<file path="src/cid_defines.vh">
// constants of the core interrupt dispatch block
// assumes an 8-bit register port and a core that pulses instruction cycles
//
// Summary of operation
// - any reset leaves interrupts disabled
// - vector needs global and own enables, peripherals also group
// - every source owns a flag bit
// - flags set regardless of any enable
// - entry flushes, clears global, pushes, vectors 0004h
// - entry copies core context into shadows
// - masked events pend until global set
// - return pops counter, restores context, sets global
// - synchronous event latency three or four cycles
// - asynchronous event latency three to five cycles
`ifndef CID_DEFINES_VH
`define CID_DEFINES_VH

// ----------------------------------------------------------------------
// register offsets
// ----------------------------------------------------------------------
`define CID_ADDR_W        3
`define CID_OFS_CTRL      3'h0
`define CID_OFS_EN_A      3'h1
`define CID_OFS_EN_B      3'h2
`define CID_OFS_EN_C      3'h3
`define CID_OFS_FLAG_A    3'h4
`define CID_OFS_FLAG_B    3'h5
`define CID_OFS_FLAG_C    3'h6
`define CID_OFS_IRQ_ST    3'h7

// ----------------------------------------------------------------------
// control register fields
// ----------------------------------------------------------------------
`define CID_CTRL_GIE      7
`define CID_CTRL_PGE      6
`define CID_CTRL_EN_LO    3
`define CID_CTRL_FLG_LO   0
`define CID_CTRL_RST      8'h00
`define CID_REG_RST       8'h00

// ----------------------------------------------------------------------
// vector, widths and timing
// ----------------------------------------------------------------------
`define CID_PC_W          15
`define CID_VECTOR        15'h0004
`define CID_CTX_W         32
`define CID_STACK_DEPTH   16
`define CID_SP_W          4
`define CID_ENTRY_CYC     3'h3
`define CID_NUM_CORE      3
`define CID_NUM_PERI      24

`endif

</file>
<file path="src/cid_stack_mem.v">
// hardware return stack for the dispatch block
// assumes push and pop are never asked in the same cycle
`timescale 1ns/1ns
`default_nettype none
`include "cid_defines.vh"
module cid_stack_mem (
  input  wire                  sys_clk_i,
  input  wire                  arst_n_i,
  input  wire                  push_i,
  input  wire                  pop_i,
  input  wire [`CID_PC_W-1:0]  push_data_i,
  output reg  [`CID_PC_W-1:0]  pop_data_o
);
  reg [`CID_PC_W-1:0] mem [0:`CID_STACK_DEPTH-1];
  reg [`CID_SP_W-1:0] sp_reg;
  // ----------------------------------------------------------------------
  // pointer and read register; overflow wraps like the core stack
  // ----------------------------------------------------------------------
  always @(posedge sys_clk_i or negedge arst_n_i) begin
    if (!arst_n_i) begin
      sp_reg     <= {`CID_SP_W{1'b0}};
      pop_data_o <= {`CID_PC_W{1'b0}};
    end else if (push_i) begin
      sp_reg <= sp_reg + 1'b1;
    end else if (pop_i) begin
      sp_reg     <= sp_reg - 1'b1;
      pop_data_o <= mem[sp_reg - 1'b1];
    end
  end
  always @(posedge sys_clk_i) begin
    if (push_i) begin
      mem[sp_reg] <= push_data_i;
    end
  end
endmodule // cid_stack_mem
`default_nettype wire

</file>
<file path="src/cid_dispatch.v">
// core interrupt dispatch: flags, enables, entry and return sequencing
// assumes the core pulses instr_cyc_i once per instruction cycle and
// presents return_from_irq_instr as a one-cycle pulse
`timescale 1ns/1ns
`default_nettype none
`include "cid_defines.vh"
module cid_dispatch (
  input  wire                   sys_clk_i,
  input  wire                   arst_n_i,
  input  wire [`CID_ADDR_W-1:0] reg_addr_i,
  input  wire [7:0]             reg_wdata_i,
  input  wire                   reg_wr_i,
  input  wire                   reg_rd_i,
  output reg  [7:0]             reg_rdata_o,
  input  wire                   instr_cyc_i,
  input  wire [`CID_NUM_CORE-1:0] core_evt_sync_i,
  input  wire [`CID_NUM_PERI-1:0] peri_evt_sync_i,
  input  wire [`CID_NUM_CORE-1:0] core_evt_pin_i,
  input  wire                   return_from_irq_instr_i,
  input  wire [`CID_PC_W-1:0]   program_counter_i,
  input  wire [`CID_CTX_W-1:0]  core_ctx_i,
  output reg                    flush_prefetch_o,
  output reg                    pc_load_o,
  output reg  [`CID_PC_W-1:0]   pc_load_val_o,
  output reg                    ctx_restore_o,
  output reg  [`CID_CTX_W-1:0]  shadow_ctx_o,
  output reg                    irq_req_o,
  output reg                    in_service_o,
  output reg                    global_irq_enable_o
);
  // ----------------------------------------------------------------------
  // sequencer states
  // ----------------------------------------------------------------------
  localparam ST_RUN   = 2'b00;
  localparam ST_ENTRY = 2'b01;
  localparam ST_RET   = 2'b10;

  reg  [7:0]  core_irq_control_reg;
  reg  [7:0]  periph_enable_reg_a;
  reg  [7:0]  periph_enable_reg_b;
  reg  [7:0]  periph_enable_reg_c;
  reg  [7:0]  periph_flag_reg_a;
  reg  [7:0]  periph_flag_reg_b;
  reg  [7:0]  periph_flag_reg_c;
  reg  [1:0]  state_reg;
  reg  [1:0]  state_next;
  reg  [2:0]  lat_cnt_reg;
  reg  [`CID_NUM_CORE-1:0] pin_s1_reg;
  reg  [`CID_NUM_CORE-1:0] pin_s2_reg;
  reg  [`CID_NUM_CORE-1:0] pin_s3_reg;
  reg  [`CID_NUM_CORE-1:0] pin_lvl_reg;
  wire [`CID_NUM_CORE-1:0] pin_rise;
  wire [`CID_NUM_CORE-1:0] core_evt;
  wire [`CID_NUM_PERI-1:0] peri_en;
  wire [`CID_NUM_PERI-1:0] peri_flag;
  wire        global_irq_enable;
  wire        pge;
  wire        pend;
  wire        take;
  wire        stk_push;
  wire        stk_pop;
  wire [`CID_PC_W-1:0] stk_data;

  // write-enable decode, used for every register
  function wr_hit;
    input [`CID_ADDR_W-1:0] a;
    input [`CID_ADDR_W-1:0] ofs;
    input                   we;
    begin
      wr_hit = we && (a == ofs);
    end
  endfunction

  // ----------------------------------------------------------------------
  // asynchronous event pins: three flops, level accepted when s2 == s3
  // ----------------------------------------------------------------------
  always @(posedge sys_clk_i or negedge arst_n_i) begin
    if (!arst_n_i) begin
      pin_s1_reg  <= {`CID_NUM_CORE{1'b0}};
      pin_s2_reg  <= {`CID_NUM_CORE{1'b0}};
      pin_s3_reg  <= {`CID_NUM_CORE{1'b0}};
      pin_lvl_reg <= {`CID_NUM_CORE{1'b0}};
    end else begin
      pin_s1_reg <= core_evt_pin_i;
      pin_s2_reg <= pin_s1_reg;
      pin_s3_reg <= pin_s2_reg;
      pin_lvl_reg <= (pin_s2_reg & pin_s3_reg)
                   | (pin_lvl_reg & (pin_s2_reg | pin_s3_reg));
    end
  end
  // sync delay is what stretches async latency to at most five cycles
  assign pin_rise = (pin_s2_reg & pin_s3_reg) & ~pin_lvl_reg;
  assign core_evt = core_evt_sync_i | pin_rise;

  // ----------------------------------------------------------------------
  // gating
  // ----------------------------------------------------------------------
  assign global_irq_enable = core_irq_control_reg[`CID_CTRL_GIE];
  assign pge = core_irq_control_reg[`CID_CTRL_PGE];
  assign peri_en   = {periph_enable_reg_c, periph_enable_reg_b,
                      periph_enable_reg_a};
  assign peri_flag = {periph_flag_reg_c, periph_flag_reg_b,
                      periph_flag_reg_a};
  // core sources need only their own enable; peripherals also the group
  assign pend = (|(core_irq_control_reg[`CID_CTRL_EN_LO+:`CID_NUM_CORE]
                 & core_irq_control_reg[`CID_CTRL_FLG_LO+:`CID_NUM_CORE]))
              | (pge & |(peri_en & peri_flag));
  // a pending source is taken as soon as global is set again
  assign take = global_irq_enable && pend && (state_reg == ST_RUN);

  // ----------------------------------------------------------------------
  // flags and enables; event set beats software clear
  // ----------------------------------------------------------------------
  genvar g;
  generate
    for (g = 0; g < 8; g = g + 1) begin : g_peri
      always @(posedge sys_clk_i or negedge arst_n_i) begin
        if (!arst_n_i) begin
          periph_flag_reg_a[g] <= 1'b0;
          periph_flag_reg_b[g] <= 1'b0;
          periph_flag_reg_c[g] <= 1'b0;
        end else begin
          if (peri_evt_sync_i[g])
            periph_flag_reg_a[g] <= 1'b1;
          else if (wr_hit(reg_addr_i, `CID_OFS_FLAG_A, reg_wr_i))
            periph_flag_reg_a[g] <= reg_wdata_i[g];
          if (peri_evt_sync_i[g+8])
            periph_flag_reg_b[g] <= 1'b1;
          else if (wr_hit(reg_addr_i, `CID_OFS_FLAG_B, reg_wr_i))
            periph_flag_reg_b[g] <= reg_wdata_i[g];
          if (peri_evt_sync_i[g+16])
            periph_flag_reg_c[g] <= 1'b1;
          else if (wr_hit(reg_addr_i, `CID_OFS_FLAG_C, reg_wr_i))
            periph_flag_reg_c[g] <= reg_wdata_i[g];
        end
      end
    end
  endgenerate

  always @(posedge sys_clk_i or negedge arst_n_i) begin
    if (!arst_n_i) begin
      periph_enable_reg_a <= `CID_REG_RST;
      periph_enable_reg_b <= `CID_REG_RST;
      periph_enable_reg_c <= `CID_REG_RST;
    end else begin
      if (wr_hit(reg_addr_i, `CID_OFS_EN_A, reg_wr_i))
        periph_enable_reg_a <= reg_wdata_i;
      if (wr_hit(reg_addr_i, `CID_OFS_EN_B, reg_wr_i))
        periph_enable_reg_b <= reg_wdata_i;
      if (wr_hit(reg_addr_i, `CID_OFS_EN_C, reg_wr_i))
        periph_enable_reg_c <= reg_wdata_i;
    end
  end

  // control register: enables and core flags in one byte
  integer i;
  always @(posedge sys_clk_i or negedge arst_n_i) begin
    if (!arst_n_i) begin
      core_irq_control_reg <= `CID_CTRL_RST;
    end else begin
      if (wr_hit(reg_addr_i, `CID_OFS_CTRL, reg_wr_i))
        core_irq_control_reg <= reg_wdata_i;
      for (i = 0; i < `CID_NUM_CORE; i = i + 1) begin
        if (core_evt[i])
          core_irq_control_reg[`CID_CTRL_FLG_LO+i] <= 1'b1;
      end
      // hardware overrides global in the take cycle and in ST_RET
      if (take)
        core_irq_control_reg[`CID_CTRL_GIE] <= 1'b0;
      else if (state_reg == ST_RET)
        core_irq_control_reg[`CID_CTRL_GIE] <= 1'b1;
    end
  end

  // ----------------------------------------------------------------------
  // entry / return sequencer; entry timed in instruction cycles, return in one clock
  // ----------------------------------------------------------------------
  always @* begin
    state_next = state_reg;
    case (state_reg)
      ST_RUN: begin
        if (take)
          state_next = ST_ENTRY;
        else if (return_from_irq_instr_i)
          state_next = ST_RET;
      end
      ST_ENTRY: begin
        if (instr_cyc_i && lat_cnt_reg == `CID_ENTRY_CYC - 3'h1)
          state_next = ST_RUN;
      end
      ST_RET: state_next = ST_RUN;
      default: state_next = ST_RUN;
    endcase
  end

  assign stk_push = take;
  assign stk_pop  = (state_reg == ST_RUN) && !take
                    && return_from_irq_instr_i;

  always @(posedge sys_clk_i or negedge arst_n_i) begin
    if (!arst_n_i) begin
      state_reg           <= ST_RUN;
      lat_cnt_reg         <= 3'h0;
      flush_prefetch_o    <= 1'b0;
      pc_load_o           <= 1'b0;
      pc_load_val_o       <= {`CID_PC_W{1'b0}};
      ctx_restore_o       <= 1'b0;
      shadow_ctx_o        <= {`CID_CTX_W{1'b0}};
      irq_req_o           <= 1'b0;
      in_service_o        <= 1'b0;
      global_irq_enable_o <= 1'b0;
    end else begin
      state_reg           <= state_next;
      flush_prefetch_o    <= take;
      pc_load_o           <= 1'b0;
      ctx_restore_o       <= 1'b0;
      irq_req_o           <= global_irq_enable && pend;
      // mirror the next value of the global bit, so that the pin and the
      // register never disagree for a cycle around entry and return
      if (take)
        global_irq_enable_o <= 1'b0;
      else if (state_reg == ST_RET)
        global_irq_enable_o <= 1'b1;
      else if (wr_hit(reg_addr_i, `CID_OFS_CTRL, reg_wr_i))
        global_irq_enable_o <= reg_wdata_i[`CID_CTRL_GIE];
      else
        global_irq_enable_o <= core_irq_control_reg[`CID_CTRL_GIE];
      if (take) begin
        shadow_ctx_o <= core_ctx_i;
        lat_cnt_reg  <= 3'h0;
        in_service_o <= 1'b1;
      end else if (state_reg == ST_ENTRY && instr_cyc_i) begin
        lat_cnt_reg <= lat_cnt_reg + 3'h1;
        // vector fetch lands three instruction cycles after entry
        if (lat_cnt_reg == `CID_ENTRY_CYC - 3'h1) begin
          pc_load_o     <= 1'b1;
          pc_load_val_o <= `CID_VECTOR;
        end
      end else if (state_reg == ST_RET) begin
        pc_load_o     <= 1'b1;
        pc_load_val_o <= stk_data;
        ctx_restore_o <= 1'b1;
        in_service_o  <= 1'b0;
      end
    end
  end

  cid_stack_mem u_stack (
    .sys_clk_i   (sys_clk_i),
    .arst_n_i    (arst_n_i),
    .push_i      (stk_push),
    .pop_i       (stk_pop),
    .push_data_i (program_counter_i),
    .pop_data_o  (stk_data)
  );

  // ----------------------------------------------------------------------
  // read port; data one cycle after the strobe
  // ----------------------------------------------------------------------
  always @(posedge sys_clk_i or negedge arst_n_i) begin
    if (!arst_n_i) begin
      reg_rdata_o <= 8'h00;
    end else if (reg_rd_i) begin
      case (reg_addr_i)
        `CID_OFS_CTRL:   reg_rdata_o <= core_irq_control_reg;
        `CID_OFS_EN_A:   reg_rdata_o <= periph_enable_reg_a;
        `CID_OFS_EN_B:   reg_rdata_o <= periph_enable_reg_b;
        `CID_OFS_EN_C:   reg_rdata_o <= periph_enable_reg_c;
        `CID_OFS_FLAG_A: reg_rdata_o <= periph_flag_reg_a;
        `CID_OFS_FLAG_B: reg_rdata_o <= periph_flag_reg_b;
        `CID_OFS_FLAG_C: reg_rdata_o <= periph_flag_reg_c;
        `CID_OFS_IRQ_ST: reg_rdata_o <= {4'h0, in_service_o, pend,
                                         state_reg};
        default:         reg_rdata_o <= 8'h00;
      endcase
    end else begin
      reg_rdata_o <= 8'h00;
    end
  end
endmodule // cid_dispatch
`default_nettype wire

</file>
<file path="config.mk">
export PLATFORM = sky130hd
export DESIGN_NAME = cid_dispatch
export DESIGN_NICKNAME = d
export VERILOG_FILES = /design/src/cid_stack_mem.v /design/src/cid_dispatch.v
export VERILOG_INCLUDE_DIRS = /design/src /design/src/src
export SDC_FILE = /design/constraint.sdc
export NUM_CORES = 1
export LEC_CHECK = 0
export ABC_AREA = 1
export BUFFER_PORTS_ARGS = -buffer_cell sky130_fd_sc_hd__buf_2
export CORE_MARGIN = 1
export CORE_UTILIZATION = 41
export CTS_BUF_LIST = sky130_fd_sc_hd__clkbuf_16
export DETAILED_ROUTE_END_ITERATION = 16
export SYNTH_ARGS = -nofsm -noshare
export SYNTH_HDL_FRONTEND = slang
export SYNTH_HIERARCHICAL = 1
export SYNTH_SLANG_ARGS = --single-unit
</file>
<file path="constraint.sdc">
create_clock -name sys_clk_i -period 2.52 [get_ports sys_clk_i]
set_clock_uncertainty 0.05 [all_clocks]
set_input_delay 0.504 -clock sys_clk_i [delete_from_list [all_inputs] [get_ports sys_clk_i]]
set_output_delay 0.504 -clock sys_clk_i [all_outputs]
set_load 0.01 [all_outputs]
</file>
==> reports/metrics.yaml <==
synth:
  syn-num-nets: 1815
  syn_inst: 1714
  yosysWarnings: 6
  yosysSeqAreaShare_pct: 65.3
  avgSynthCellArea_um2: 9.87
  synth_area_um2: 16900
  ys_ff_latch: 393
  synth_cell_types: 44
worst_setup_path:
  crit_required_ns: 2.70
  crit_type: "register to register"
  arrival_ns: 2.37
  start_kind: "register"
  critPathMaxFanout: 11
  r2r-start: "periph_enable_reg_b[7]$_DFFE_PN0P_"
  crit_start: "periph_enable_reg_b[7]$_DFFE_PN0P_"
  crit_path_end_kind: "register"
die:
  die_area_um2: 42100
  dieHeight_um: 205
  rows: 74
  start_util_pct: 41.5
  ios: 155
  die_w_um: 205
  core_um2: 40700
cells_and_area:
  filler_cell_count: 3791
  drive_gt1_share_pct: 16.1
  top_register: "u_stack/mem"
  syn_to_final_growth_pct: 16.8
  final_util_pct: 48.5
  multiInputGateArea_um2: 4520
  ff_latch_area_um2: 11000
  fin_area_um2: 19800
  largest_register_ffs: 240
  nets: 1999
  finalNonFillerCells: 2461
place:
  place.gp.congestion: 0.915
  dp.final_hpwl_um: 28200
  place_area_um2: 18500
  dpl.cell_count: 2382
  port_buffers: 154
grt:
  overflow: 0
  first_global_vias: 12000
  grt_pass1_wl_um: 67100
  grt_use_total_pct: 20.9
  grt_max_degree: 86
  antenna_found_initial: 4
sta:
  fin_crit_ns: 2.19
  slew-limit-headroom_pct: 42.1
  finalSetupTns_ns: 0
  rsz0062_at_grt: "no"
  finalHoldViolCount: 0
  min_period_over_period_pct: 86.9
  slew_violations: 0
  worst_pin_slew_ns: 0.868
  setup_violations: 0
  max_freq_ghz: 0.457
job:
  max-cap-violations: 0
clock_network:
  clock_latency_ns: 0.56
  cts_buffers: 42
  cts_tree: "done"
  cts-resized-gates: 0
  cts-root-buf: "clkbuf_16"
  clock-sinks: 393
  clk_pin_slew_ns: 0.06
  ctsHoldBuffers: 4
  post_cts_buffers: 0
  cts_buffer_depth: 3
  htreeDepth: 2
route:
  drc: 0
  drt_iter0_drc: 1005
  drt_wl_total_um: 43100
  wl_per_cell_um: 17.5
  vias: 12300
  antenna_left: 0
  dr.pass1.iters: 7
  via_per_inst: 5.01
hold_path:
  hp-start: "peri_evt_sync_i[21]"
  hp-class: "input port to register"
outcome:
  status: "finished, final reports clean"
pwr:
  power_density_nw_per_um2: 1120
  ir_drop_uv: 825
  leakage_uw: 0.00929
## worst max-delay path, cell delays in order, from the launching register on
cell,delay [ns]
dfrtp_1,0.39
nand2_1,0.07
nand2_1,0.11
nor2_1,0.06
nand2_1,0.05
nor2_1,0.04
nand2_1,0.06
nand2_1,0.06
nand2_2,0.11
nand3_4,0.07
inv_2,0.14
nand2_1,0.16
nor2_1,0.21
buf_4,0.28
## power by group
group,switching (uW),internal (uW),leakage (uW)
Sequential,503,7770,0.00398
Clock,2430,3190,0.000665
Combinational,5580,2740,0.00464
Total,8520,13700,0.00929
## synth_stat cells, drive strengths merged
cell type	number	share of area (%)
a22o	1	0.052
or2	1	0.037
nand2	571	13
nand4	3	0.11
and3	2	0.074
a221oi	4	0.21
a31oi	6	0.22
xor2	3	0.16
xnor2	1	0.052
a21oi	36	1.1
buf	50	2.0
o21ai	81	2.4
a31o	1	0.052
o211ai	4	0.27
dfrtp	153	23
a22oi	4	0.18
nand3	216	6.5
a211oi	1	0.044
inv	250	5.5
clkbuf	22	0.49
nor2	39	1.0
maj3	3	0.18
clkinv	3	0.074
edfxtp	240	43
a41oi	2	0.10
ha	7	0.52
o22ai	6	0.22
nor3	4	0.18
## metrics by stage
| step | worst slack, ns | hold slack [ns] | total power (uW) |
|---|---|---|---|
| 4_1_cts | 0.349 | 0.0588 | 22400 |
| 3_3_place_gp | 0.343 | 0.283 | 16600 |
| 5_1_grt | 0.136 | 0.0660 | 23600 |
| 3_5_place_dp | 0.368 | 0.288 | 16700 |
| 6_report | 0.331 | 0.0789 | 22200 |
| 2_1_floorplan | 0.0241 | 0.158 | 13700 |
## path summary, 6_finish.rpt
kind / depth (start not counted) / slack, ns / to
max: 13 / 0.33 / u_stack/mem[0][13]$_DFFE_PP_
max in group asynchronous: 3 / 1.22 / shadow_ctx_o[28]$_DFFE_PN0P_
min in group asynchronous: 2 / 0.44 / reg_rdata_o[0]$_DFF_PN0_
max reg2reg: 13 / 0.33 / u_stack/mem[0][13]$_DFFE_PP_
min reg2reg: 0 / 0.30 / pin_s2_reg[2]$_DFF_PN0_
min: 3 / 0.08 / peri_flag[21]$_DFFE_PN0P_
## layer usage
layer	share of wire [%]	track usage, %
met1	45	29.0
met4	2.3	6.69
met3	7.4	4.74
met5	0.049	0
met2	45	32.4
## kinds of logic (layout without fill, tap and decap cells)
family / after synthesis / in the layout / share of synthesized area, %
compound gates: 146 / 146 / 4.81
other cells: 0 / 2 / 0
fa+ha+maj: 10 / 10 / 0.695
simple gates: 836 / 836 / 20.9
xor+xnor: 4 / 4 / 0.207
flops: 393 / 393 / 65.3
buf+inv: 325 / 538 / 8.13
## final cells by class
type	instances	share of cell area, %
clock buffers	45	5.70
inverters	253	4.82
multi-input cells	996	22.9
well taps	532	3.37
clock inverters	28	0.595
flip-flops and latches	393	55.9
diodes	2	0.0253
repair buffers	212	6.70
## cells in the final DEF (no fill, tap or decap), drive strengths merged, types with 2 or more instances in the layout
cell / instances
clkinv: 13
nand3: 216
and3: 2
dlygate4sd3: 4
nand4: 3
o22ai: 6
a221oi: 4
o211ai: 4
a41oi: 2
dfrtp: 153
inv: 267
nor2: 39
a31oi: 6
o21ai: 81
nand2: 571
diode: 2
xor2: 3
a21oi: 36
buf: 208
maj3: 3
edfxtp: 240
ha: 7
a22oi: 4
clkbuf: 45
nor3: 4
Power figures use the tool's default switching activity.
